==> src/hw/fdo_regs.vh <==
`ifndef FDO_REGS_VH
`define FDO_REGS_VH
`define FDO_ADDR_CPU1_B_TEMP 8'h06
`define FDO_ADDR_CPU2_B_TEMP 8'h07
`define FDO_ADDR_CPU1_B_FILT 8'h08
`define FDO_ADDR_CPU2_B_FILT 8'h09
`define FDO_ADDR_ONE_REPORT 8'h0a
`define FDO_ADDR_TWO_REPORT 8'h0b
`define FDO_ADDR_ONE_OVR_LOW 8'h0c
`define FDO_ADDR_ONE_OVR_HIGH 8'h0d
`define FDO_ADDR_TWO_OVR_LOW 8'h0e
`define FDO_ADDR_TWO_OVR_HIGH 8'h0f
`define FDO_ADDR_CPU1_A_TEMP 8'h50
`define FDO_ADDR_CPU2_A_TEMP 8'h51
`define FDO_ADDR_INTERNAL_TEMP 8'h52
`define FDO_ADDR_EXT_DIGITAL_TEMP 8'h53
`define FDO_ADDR_CPU1_A_FILT 8'h54
`define FDO_ADDR_CPU2_A_FILT 8'h55
`define FDO_OVR_LSB_BIT 7
`define FDO_OVR_EN_BIT 6
`define FDO_OVR_LOW_MASK 8'hc0
`define FDO_RESET_VALUE 8'h00
`define FDO_FAULT_CODE 8'h80
`define FDO_DUTY_FULL 9'h100
`define FDO_PERIOD_MAX 8'hff
`define FDO_SMOOTH_SHIFT_MAX 3'h7
`endif

==> src/hw/fdo_top.v <==
// Operation
// - cpu zone temperatures refresh from measurements
// - zones three/four host written or analog
// - absent or faulty diode reads 80h
// - filtered registers hold smoothed temperatures
// - smoothing strength set by separate control
// - report returns upper eight duty bits
// - without override or full, driven duty is largest bound source
// - bit 6 enables output one override
// - override duty runs value/256, above 100h reserved
// - low byte bit 7 is duty lsb
// - high byte gives output one bits 8:1
// - bit 6 enables output two override
// - output one override ignores all but full
// - output two override ignores all but full
// - next high byte gives output two bits
`timescale 1ns/100ps
`include "fdo_regs.vh"
module fdo_top (
  input wire clk,
  input wire reset,
  input wire [7:0] reg_addr,
  input wire [7:0] reg_wdata,
  input wire reg_write,
  input wire reg_read,
  output reg [7:0] reg_rdata,
  input wire meas_valid,
  input wire [1:0] meas_zone,
  input wire [7:0] meas_temp,
  input wire [3:0] diode_fault,
  input wire [2:0] smooth_shift,
  input wire internal_from_analog,
  input wire external_from_analog,
  input wire [7:0] analog_input_eleven,
  input wire [7:0] analog_input_fifteen,
  input wire [8:0] one_lut_duty,
  input wire [8:0] one_loop_duty,
  input wire [8:0] two_lut_duty,
  input wire [8:0] two_loop_duty,
  input wire full_speed,
  output wire fan_out_one,
  output wire fan_out_two
);
  reg [7:0] zone_temp [0:3];
  reg [11:0] zone_filt [0:3];
  reg [7:0] internal_zone_temp;
  reg [7:0] external_digital_zone_temp;
  reg [7:0] an11_meta, an11_sync, an15_meta, an15_sync;
  reg [3:0] fault_meta, fault_sync;
  reg [7:0] one_low, one_high, two_low, two_high;
  wire [8:0] one_driven, two_driven;
  wire [8:0] one_auto = (one_lut_duty > one_loop_duty) ? one_lut_duty : one_loop_duty;
  wire [8:0] two_auto = (two_lut_duty > two_loop_duty) ? two_lut_duty : two_loop_duty;
  wire [11:0] sample_ext = {meas_temp, 4'h0};
  wire [11:0] filt_cur = zone_filt[meas_zone];
  wire [11:0] filt_diff = sample_ext - filt_cur;
  wire [11:0] filt_step = $signed(filt_diff) >>> smooth_shift;
  integer i;

  // zone order: 0 cpu1 a, 1 cpu1 b, 2 cpu2 a, 3 cpu2 b
  always @(posedge clk) begin
    if (reset) begin
      for (i = 0; i < 4; i = i + 1) begin
        zone_temp[i] <= `FDO_RESET_VALUE;
        zone_filt[i] <= 12'h000;
      end
      an11_meta <= 8'h00;
      an11_sync <= 8'h00;
      an15_meta <= 8'h00;
      an15_sync <= 8'h00;
      fault_meta <= 4'h0;
      fault_sync <= 4'h0;
    end else begin
      an11_meta <= analog_input_eleven;
      an11_sync <= an11_meta;
      an15_meta <= analog_input_fifteen;
      an15_sync <= an15_meta;
      fault_meta <= diode_fault;
      fault_sync <= fault_meta;
      if (meas_valid) begin
        zone_temp[meas_zone] <= meas_temp;
        zone_filt[meas_zone] <= filt_cur + filt_step;
      end
    end
  end

  function [7:0] zone_read;
    input [1:0] z;
    input filt;
    begin
      if (fault_sync[z])
        zone_read = `FDO_FAULT_CODE;
      else if (filt)
        zone_read = zone_filt[z][11:4];
      else
        zone_read = zone_temp[z];
    end
  endfunction

  always @(posedge clk) begin
    if (reset) begin
      internal_zone_temp <= `FDO_RESET_VALUE;
      external_digital_zone_temp <= `FDO_RESET_VALUE;
      one_low <= `FDO_RESET_VALUE;
      one_high <= `FDO_RESET_VALUE;
      two_low <= `FDO_RESET_VALUE;
      two_high <= `FDO_RESET_VALUE;
    end else begin
      if (internal_from_analog)
        internal_zone_temp <= an11_sync;
      else if (reg_write && reg_addr == `FDO_ADDR_INTERNAL_TEMP)
        internal_zone_temp <= reg_wdata;
      if (external_from_analog)
        external_digital_zone_temp <= an15_sync;
      else if (reg_write && reg_addr == `FDO_ADDR_EXT_DIGITAL_TEMP)
        external_digital_zone_temp <= reg_wdata;
      if (reg_write) begin
        case (reg_addr)
          `FDO_ADDR_ONE_OVR_LOW: one_low <= reg_wdata & `FDO_OVR_LOW_MASK;
          `FDO_ADDR_ONE_OVR_HIGH: one_high <= reg_wdata;
          `FDO_ADDR_TWO_OVR_LOW: two_low <= reg_wdata & `FDO_OVR_LOW_MASK;
          `FDO_ADDR_TWO_OVR_HIGH: two_high <= reg_wdata;
          default: ;
        endcase
      end
    end
  end

  always @(posedge clk) begin
    if (reset) begin
      reg_rdata <= 8'h00;
    end else if (reg_read) begin
      case (reg_addr)
        `FDO_ADDR_CPU1_B_TEMP: reg_rdata <= zone_read(2'd1, 1'b0);
        `FDO_ADDR_CPU2_B_TEMP: reg_rdata <= zone_read(2'd3, 1'b0);
        `FDO_ADDR_CPU1_B_FILT: reg_rdata <= zone_read(2'd1, 1'b1);
        `FDO_ADDR_CPU2_B_FILT: reg_rdata <= zone_read(2'd3, 1'b1);
        `FDO_ADDR_ONE_REPORT: reg_rdata <= one_driven[8:1];
        `FDO_ADDR_TWO_REPORT: reg_rdata <= two_driven[8:1];
        `FDO_ADDR_ONE_OVR_LOW: reg_rdata <= one_low;
        `FDO_ADDR_ONE_OVR_HIGH: reg_rdata <= one_high;
        `FDO_ADDR_TWO_OVR_LOW: reg_rdata <= two_low;
        `FDO_ADDR_TWO_OVR_HIGH: reg_rdata <= two_high;
        `FDO_ADDR_CPU1_A_TEMP: reg_rdata <= zone_read(2'd0, 1'b0);
        `FDO_ADDR_CPU2_A_TEMP: reg_rdata <= zone_read(2'd2, 1'b0);
        `FDO_ADDR_INTERNAL_TEMP: reg_rdata <= internal_zone_temp;
        `FDO_ADDR_EXT_DIGITAL_TEMP: reg_rdata <= external_digital_zone_temp;
        `FDO_ADDR_CPU1_A_FILT: reg_rdata <= zone_read(2'd0, 1'b1);
        `FDO_ADDR_CPU2_A_FILT: reg_rdata <= zone_read(2'd2, 1'b1);
        default: reg_rdata <= 8'h00;
      endcase
    end
  end

  fdo_fan_channel u_one (
    .clk(clk),
    .reset(reset),
    .auto_duty(one_auto),
    .override_duty({one_high, one_low[`FDO_OVR_LSB_BIT]}),
    .override_enable(one_low[`FDO_OVR_EN_BIT]),
    .full_speed(full_speed),
    .driven_duty(one_driven),
    .fan_out(fan_out_one)
  );

  fdo_fan_channel u_two (
    .clk(clk),
    .reset(reset),
    .auto_duty(two_auto),
    .override_duty({two_high, two_low[`FDO_OVR_LSB_BIT]}),
    .override_enable(two_low[`FDO_OVR_EN_BIT]),
    .full_speed(full_speed),
    .driven_duty(two_driven),
    .fan_out(fan_out_two)
  );
endmodule

==> src/hw/fdo_fan_channel.v <==
`timescale 1ns/100ps
`include "fdo_regs.vh"
module fdo_fan_channel (
  input wire clk,
  input wire reset,
  input wire [8:0] auto_duty,
  input wire [8:0] override_duty,
  input wire override_enable,
  input wire full_speed,
  output reg [8:0] driven_duty,
  output reg fan_out
);
  reg [7:0] phase;
  reg [8:0] next_duty;
  always @* begin
    // source merge: override excludes all but full speed
    if (full_speed)
      next_duty = `FDO_DUTY_FULL;
    else if (override_enable)
      next_duty = (override_duty > `FDO_DUTY_FULL) ? `FDO_DUTY_FULL : override_duty;
    else
      next_duty = auto_duty;
  end
  always @(posedge clk) begin
    if (reset) begin
      phase <= 8'h00;
      driven_duty <= 9'h000;
      fan_out <= 1'b0;
    end else begin
      phase <= phase + 8'h01;
      // new duty only at a period boundary, avoids runt pulses
      if (phase == `FDO_PERIOD_MAX)
        driven_duty <= next_duty;
      // high while phase below duty/256 of the period
      fan_out <= ({1'b0, phase} < driven_duty);
    end
  end
endmodule

==> config.mk <==
export PLATFORM = sky130hd
export DESIGN_NAME = fdo_top
export DESIGN_NICKNAME = d
export VERILOG_FILES = /design/src/hw/fdo_top.v /design/src/hw/fdo_fan_channel.v
export VERILOG_INCLUDE_DIRS = /design/src /design/src/hw
export SDC_FILE = /design/constraint.sdc
export NUM_CORES = 1
export LEC_CHECK = 0
export ABC_AREA = 1
export BUFFER_PORTS_ARGS = -buffer_cell sky130_fd_sc_hd__buf_2
export CAP_MARGIN = 20
export CORE_MARGIN = 2
export CORE_UTILIZATION = 60
export CTS_CLUSTER_SIZE = 20
export DETAILED_ROUTE_END_ITERATION = 8
export GPL_ROUTABILITY_DRIVEN = 0
export PLACE_DENSITY_LB_ADDON = 0.25
export SYNTH_ARGS = -nofsm -noshare
export SYNTH_HDL_FRONTEND = slang
export SYNTH_HIERARCHICAL = 1
export SYNTH_SLANG_ARGS = --single-unit
==> constraint.sdc <==
create_clock -name clk -period 4.45 [get_ports clk]
set_input_delay 0.445 -clock clk [delete_from_list [all_inputs] [get_ports clk]]
set_output_delay 0.445 -clock clk [all_outputs]
set_load 0.02 [all_outputs]
# Word-level counts from Yosys, hierarchy flattened
# Memories as Yosys holds them, arrays and structs flattened.
# Cells that the tools add are included.
[op_classes]
n_addsub = 4
order_cmp = 6
eq_ne = 18
n_shift = 1
muxes = 32
n_reduce_logical = 10
[op_table]
columns = ["op", "n"]
rows = [
  ["8-bit case mux with 16 select lines", 1],
  ["8-bit two-way mux", 13],
  ["9-bit two-way mux", 8],
  ["8-bit by 4-bit equality test with 1-bit output, second input constant", 8],
  ["8-bit by 7-bit equality test with 1-bit output, second input constant", 6],
  ["9-bit greater-than comparator", 2],
  ["9-bit greater-than comparator, second input constant", 2],
  ["8-bit by 9-bit < comparator with 1-bit output", 2],
  ["8-bit by 1-bit adder with 8-bit output, second input constant", 2],
  ["8-bit by 3-bit equality test with 1-bit output, second input constant", 2],
  ["8-bit equality test, second input constant", 2],
  ["12-bit adder", 1],
  ["12-bit two-way mux", 1],
  ["12-bit OR reduction", 1],
  ["12-bit by 3-bit >>> shifter with 12-bit output", 1],
  ["12-bit subtractor", 1],
  ["2-bit AND reduction", 4],
  ["8-bit OR reduction", 1],
  ["1-bit two-way mux", 7],
  ["2-bit two-way mux", 2],
  ["2-bit nonzero test", 2],
  ["1-bit logical AND", 2],
]
[totals]
ff_bits = 120
ram_bits = 80
input_bits = 93
out_inout_bits = 10
wordCells = 92
memories = 2
[memory_table]
columns = ["name", "depth", "width", "rd", "rd_ports_with_merged_regs", "wr", "line_no", "rtl"]
rows = [
  ["zone_filt", 4, 12, 5, 0, 4, "fdo_top.v:45", "reg [11:0] zone_filt [0:3];"],
  ["zone_temp", 4, 8, 4, 0, 4, "fdo_top.v:44", "reg [7:0] zone_temp [0:3];"],
]

# Depth between registers and ports, before layout
[depth]
word_depth = 5
depth_mapped = 28
depth_no_buf = 28

# Modules after synthesis
# Netlist, hierarchy kept.
[by_module_without_submodules]
columns = ["module", "instances", "cells_per_inst", "area_each_um2", "seq_area_each_um2"]
rows = [
  ["fdo_top", 1, 1243, 9310.2, 4083.9],
  ["fdo_fan_channel", 2, 153, 1048.5, 360.3],
]

# Worst setup path after synthesis
# OpenSTA, ideal clock, no wires.
[synth_path]
path_type = "input to register"
startpoint = "input port meas_zone[0]"
endpoint = "memory zone_filt[3][8] (data pin)"
setup_time_ns = 0.266
arrival_ns = 3.721
required_ns = 4.184
slack_ns = 0.463
cell_stages = 22
n_path_buf = 1
path_cell_list = "inv_2 > clkbuf_1 > or2_2 > a31oi_1 > ha_1 > a21oi_1 > a21boi_0 > nor2_1 > nor2_1 > nand3_1 > a21o_1 > nand2_1 > o21ai_1 > ha_1 > a21oi_1 > o21ai_0 > a21oi_1 > nor2_1 > nor2_1 > inv_1 > o21ai_0 > inv_1"
[synth_lines]
columns = ["element", "line_no", "rtl"]
rows = [
  ["from (decl)", "fdo_top.v:28", "input wire [1:0] meas_zone,"],
  ["to (decl)", "fdo_top.v:45", ""],
]

==> flow_summary.yaml <==
status:
  status: "complete, no violations"
grt:
  antenna_found_initial: 0
  grt_pass1_vias: 9973
  grt_usage_pct: 30.7
  grt_max_degree: 52
  grt_pass1_wl_um: 48900
  grt_overflow: 0
setup_path:
  slowest_stage: "edfxtp_1"
  r2r_setup_slack_ns: 0.34
  reg2reg_depth: 22
  worstSetupEndpointType: "flip-flop"
  crit_required_ns: 4.64
  worstPathMaxFanout: 7
  crit_buf_inv: 2
  timing.rr.end: "zone_filt[2][8]"
  critPathTopFamily: "compound AO/OA/AOI/OAI gates"
  start_kind: "flip-flop"
  worstPathCellList: "or2_2, a31oi_1, ha_1, a21o_1, nand3_1, nand2_1, nor2_1, nand3_1, nand3_1, nand3_1, nand2_1, o21ai_1, ha_1, a21oi_1, o21ai_0, a21oi_1, nor2_1, nor2_1, inv_1, o21ai_0, buf_4, nor2_1"
  critPathKind: "flip-flop to flip-flop"
  critPathMaxStageDelay_ns: 0.43
  arrival_ns: 4.31
  r2r_start: "zone_filt[0][7]"
synth:
  yosysSeqAreaShare_pct: 42.1
  synth.top_cell.area_share_pct: 21.1
  synthArstFlopShare_pct: 0
  synth_area_um2: 11400
  synth-edff-count: 80
  postSynthAreaPerCell_um2: 7.36
  yosysTopAreaCell: "dfxtp_1"
  syn_inst: 1549
  synth.distinct_cells: 46
  yosys_warnings: 6
  synth_area_leaders: "dfxtp_1 21%, edfxtp_1 21%, nand2_1 10%"
  dominantRegCellSynth: "dfxtp_1"
  ys_ff_latch: 200
  syn_nets: 1699
sta:
  rsz0062_at_grt: "false"
  holdWs_ns: 0.195
  setup_viol: 0
  min_period_over_period_pct: 92.4
  relSlewSlack_pct: 31.4
  finalHoldViolations: 0
  worstMarginPinSlew_ns: 1.03
  drv_slew: 0
  max_freq_mhz: 243
  clock_skew_ns: 0.0124
  period_minus_slack_ns: 4.11
pwr:
  combinationalPowerShare_pct: 18.6
  powerDensity_nw_per_um2: 347
  pwr-share-seq_pct: 45.6
  p_leak_nw: 6.05
  swShare_pct: 31.1
  pwr-share-clk_pct: 35.8
  p_int_mw: 3.09
  max-vdd-ir-drop_uv: 256
  switchingPower_mw: 1.39
  total_power_mw: 4.48
detailed_routing:
  drt-initial-drc-count: 1053
  vias_per_cell: 5.69
  wl_per_cell_um: 15.8
  antenna_left: 0
  drc: 0
  first_pass_iters: 9
  postRouteWirelength_um: 30100
  via_count: 10813
clock_tree:
  cts_buffers: 17
  cts.sinks: 200
  ctsResizeCount: 0
  hold_buffers: 0
  cts_htree_levels: 4
  path_clk_slew_ns: 0.08
  post-cts-setup-buffers: 0
  cts_buffer_depth: 2
  cts-root-buf: "clkbuf_16"
  clkLatencyLatePin_ns: 0.44
  cts_tree: "built"
final_layout:
  drive_gt1_share_pct: 13.4
  fillers: 1570
  final_net_count: 1804
  antenna_cells: 0
  syn_to_final_growth_pct: 13.1
die:
  num_rows: 50
  die_y_um: 142
  start_util_pct: 61.0
  dieArea_um2: 20100
  io_pins: 103
  die_w_um: 142
  core_um2: 18700
place:
  hpwlAfterDp_um: 22800
  port_buffers: 102
min_path:
  hold_path.class: "primary input to flip-flop"
  hold-path-cell-count: 3
  worst_hold_path.endpoint: "an15_meta[5]"
  hold_start: "analog_input_fifteen[5]"
flow_run:
  drv_cap: 0
-- layer usage --
layer | global-route usage [%] | routed length [um] | vias up
met5 | 0 | 0 | -
met4 | 11.4 | 1060 | 0
met3 | 5.47 | 2500 | 88
met2 | 51.3 | 14000 | 508
met1 | 40.2 | 12600 | 4931
li1 | - | - | 5286
-- placed cells by master (no fill, tap or decap), types with 3 or more instances in the layout --
| cell | instances |
|---|---|
| nor2_1 | 218 |
| a311oi_1 | 4 |
| buf_2 | 102 |
| o21ai_0 | 72 |
| nand2_2 | 10 |
| inv_1 | 216 |
| a22oi_1 | 6 |
| clkinv_8 | 5 |
| nor3_1 | 19 |
| edfxtp_1 | 80 |
| nor2_4 | 5 |
| ha_1 | 56 |
| dfxtp_1 | 120 |
| a21o_1 | 5 |
| a21oi_1 | 79 |
| inv_8 | 3 |
| inv_12 | 3 |
| nand2_1 | 317 |
| nand4_1 | 29 |
| nand3_1 | 146 |
| a31oi_1 | 19 |
| or2_2 | 16 |
| clkinv_1 | 7 |
| xor2_1 | 6 |
| clkbuf_16 | 17 |
| a22o_1 | 7 |
| buf_4 | 23 |
| o211ai_1 | 15 |
| o21ai_1 | 9 |
| inv_2 | 9 |
| nor2_2 | 8 |
-- power by group through the flow --
stage / Sequential, mW / Combinational (mW) / Clock, mW
global placement: 2.08 / 0.794 / 0
finish: 2.04 / 0.834 / 1.60
detailed placement: 2.08 / 0.813 / 0
global route: 2.05 / 0.941 / 1.69
CTS: 2.04 / 0.819 / 1.61
floorplan: 2.06 / 0.563 / 0
-- state kept, by name, summed over array words and instances, names as in the netlist --
name	cells
an11_meta	8
an11_sync	8
an15_meta	8
an15_sync	8
external_digital_zone_temp	8
fault_meta	4
fault_sync	4
internal_zone_temp	8
one_high	8
one_low	2
reg_rdata	8
two_high	8
two_low	2
u_one/driven_duty	9
u_one/fan_out	1
u_one/phase	8
u_two/driven_duty	9
u_two/fan_out	1
u_two/phase	8
zone_filt	48
zone_temp	32
-- layout make-up --
type / instances / area [um2] / share of cell area, %
clock buffers: 18 / 439 / 3.41
clock inverters: 14 / 190 / 1.47
inverters: 232 / 871 / 6.75
multi-input cells: 1076 / 5580 / 43.2
flip-flops and latches: 200 / 4800 / 37.3
well taps: 234 / 293 / 2.27
repair buffers: 127 / 723 / 5.61
-- through the flow --
step | setup slack [ns] | std cells | TNS [ns] | instance area, um2 | utilization, %
2_1_floorplan | 0.463 | 1549 | 0 | 11400 | -
3_3_place_gp | 0.0629 | 1869 | 0 | 12300 | 65.5
3_5_place_dp | -0.0351 | 1869 | -0.210 | 12300 | 65.5
4_1_cts | 0.323 | 1901 | 0 | 12900 | 68.9
5_1_grt | 0.00604 | 1901 | 0 | 12900 | 68.9
6_report | 0.337 | 1901 | 0 | 12900 | 68.9
-- cells by family (layout without fill, tap and decap cells) --
| logic type | Yosys count | count (layout) | share of synthesized area (%) |
|---|---|---|---|
| simple gates | 781 | 781 | 30.2 |
| fa+ha+maj | 57 | 57 | 6.32 |
| buf+inv | 273 | 391 | 9.11 |
| xor+xnor | 8 | 8 | 0.680 |
| compound gates | 230 | 230 | 11.5 |
| flops | 200 | 200 | 42.1 |
-- synthesized netlist by cell type, types with 2 or more instances --
cell and instances:
xor2_1 6, inv_1 216, a22oi_1 6, a22o_1 7
ha_1 56, a21boi_0 2, nor3_1 19, buf_2 6
nor2_1 218, edfxtp_1 80, o21bai_1 2, a21o_1 5
nor3_2 2, inv_2 9, clkbuf_1 28, nand4_1 29
a31oi_1 21, a21oi_2 2, a21oi_1 79, o21ai_2 2
and2_1 2, a311oi_1 4, o21a_1 2, o211ai_1 15
buf_1 6, o21ai_1 8, clkinv_1 7, o21ai_0 73
nor2_2 8, nand4_4 2, nand2_1 317, nand3b_1 2
or2_2 16, dfxtp_1 120, nor2_8 2, nand3_1 146
nand3_2 2, nand2_2 10, nor2_4 5
-- worst register-to-register path, delay by kind of cell, from the launching register on --
| family | cells | cell delay (ns) |
|---|---|---|
| AO/OA/AOI/OAI | 7 | 1.32 |
| AND/OR/NAND/NOR | 11 | 1.16 |
| adder cells (fa/ha/maj) | 2 | 0.75 |
| flip-flops | 1 | 0.43 |
| buffers and inverters | 2 | 0.20 |
-- how the worst max path moves through the flow --
stage,depth (start not counted),slack [ns],end,startpoint
finish,22,0.34,zone_filt[2][8],zone_filt[0][7]
global route,23,0.006,zone_filt[1][11],zone_filt[1][8]
CTS,21,0.32,zone_filt[2][9],zone_filt[0][6]
detailed placement,23,-0.04,zone_filt[2][8],meas_zone[0]
global placement,25,0.06,zone_filt[0][11],meas_zone[0]
floorplan,22,0.46,zone_filt[3][8],meas_zone[0]
(Power assumes the default switching activity.)
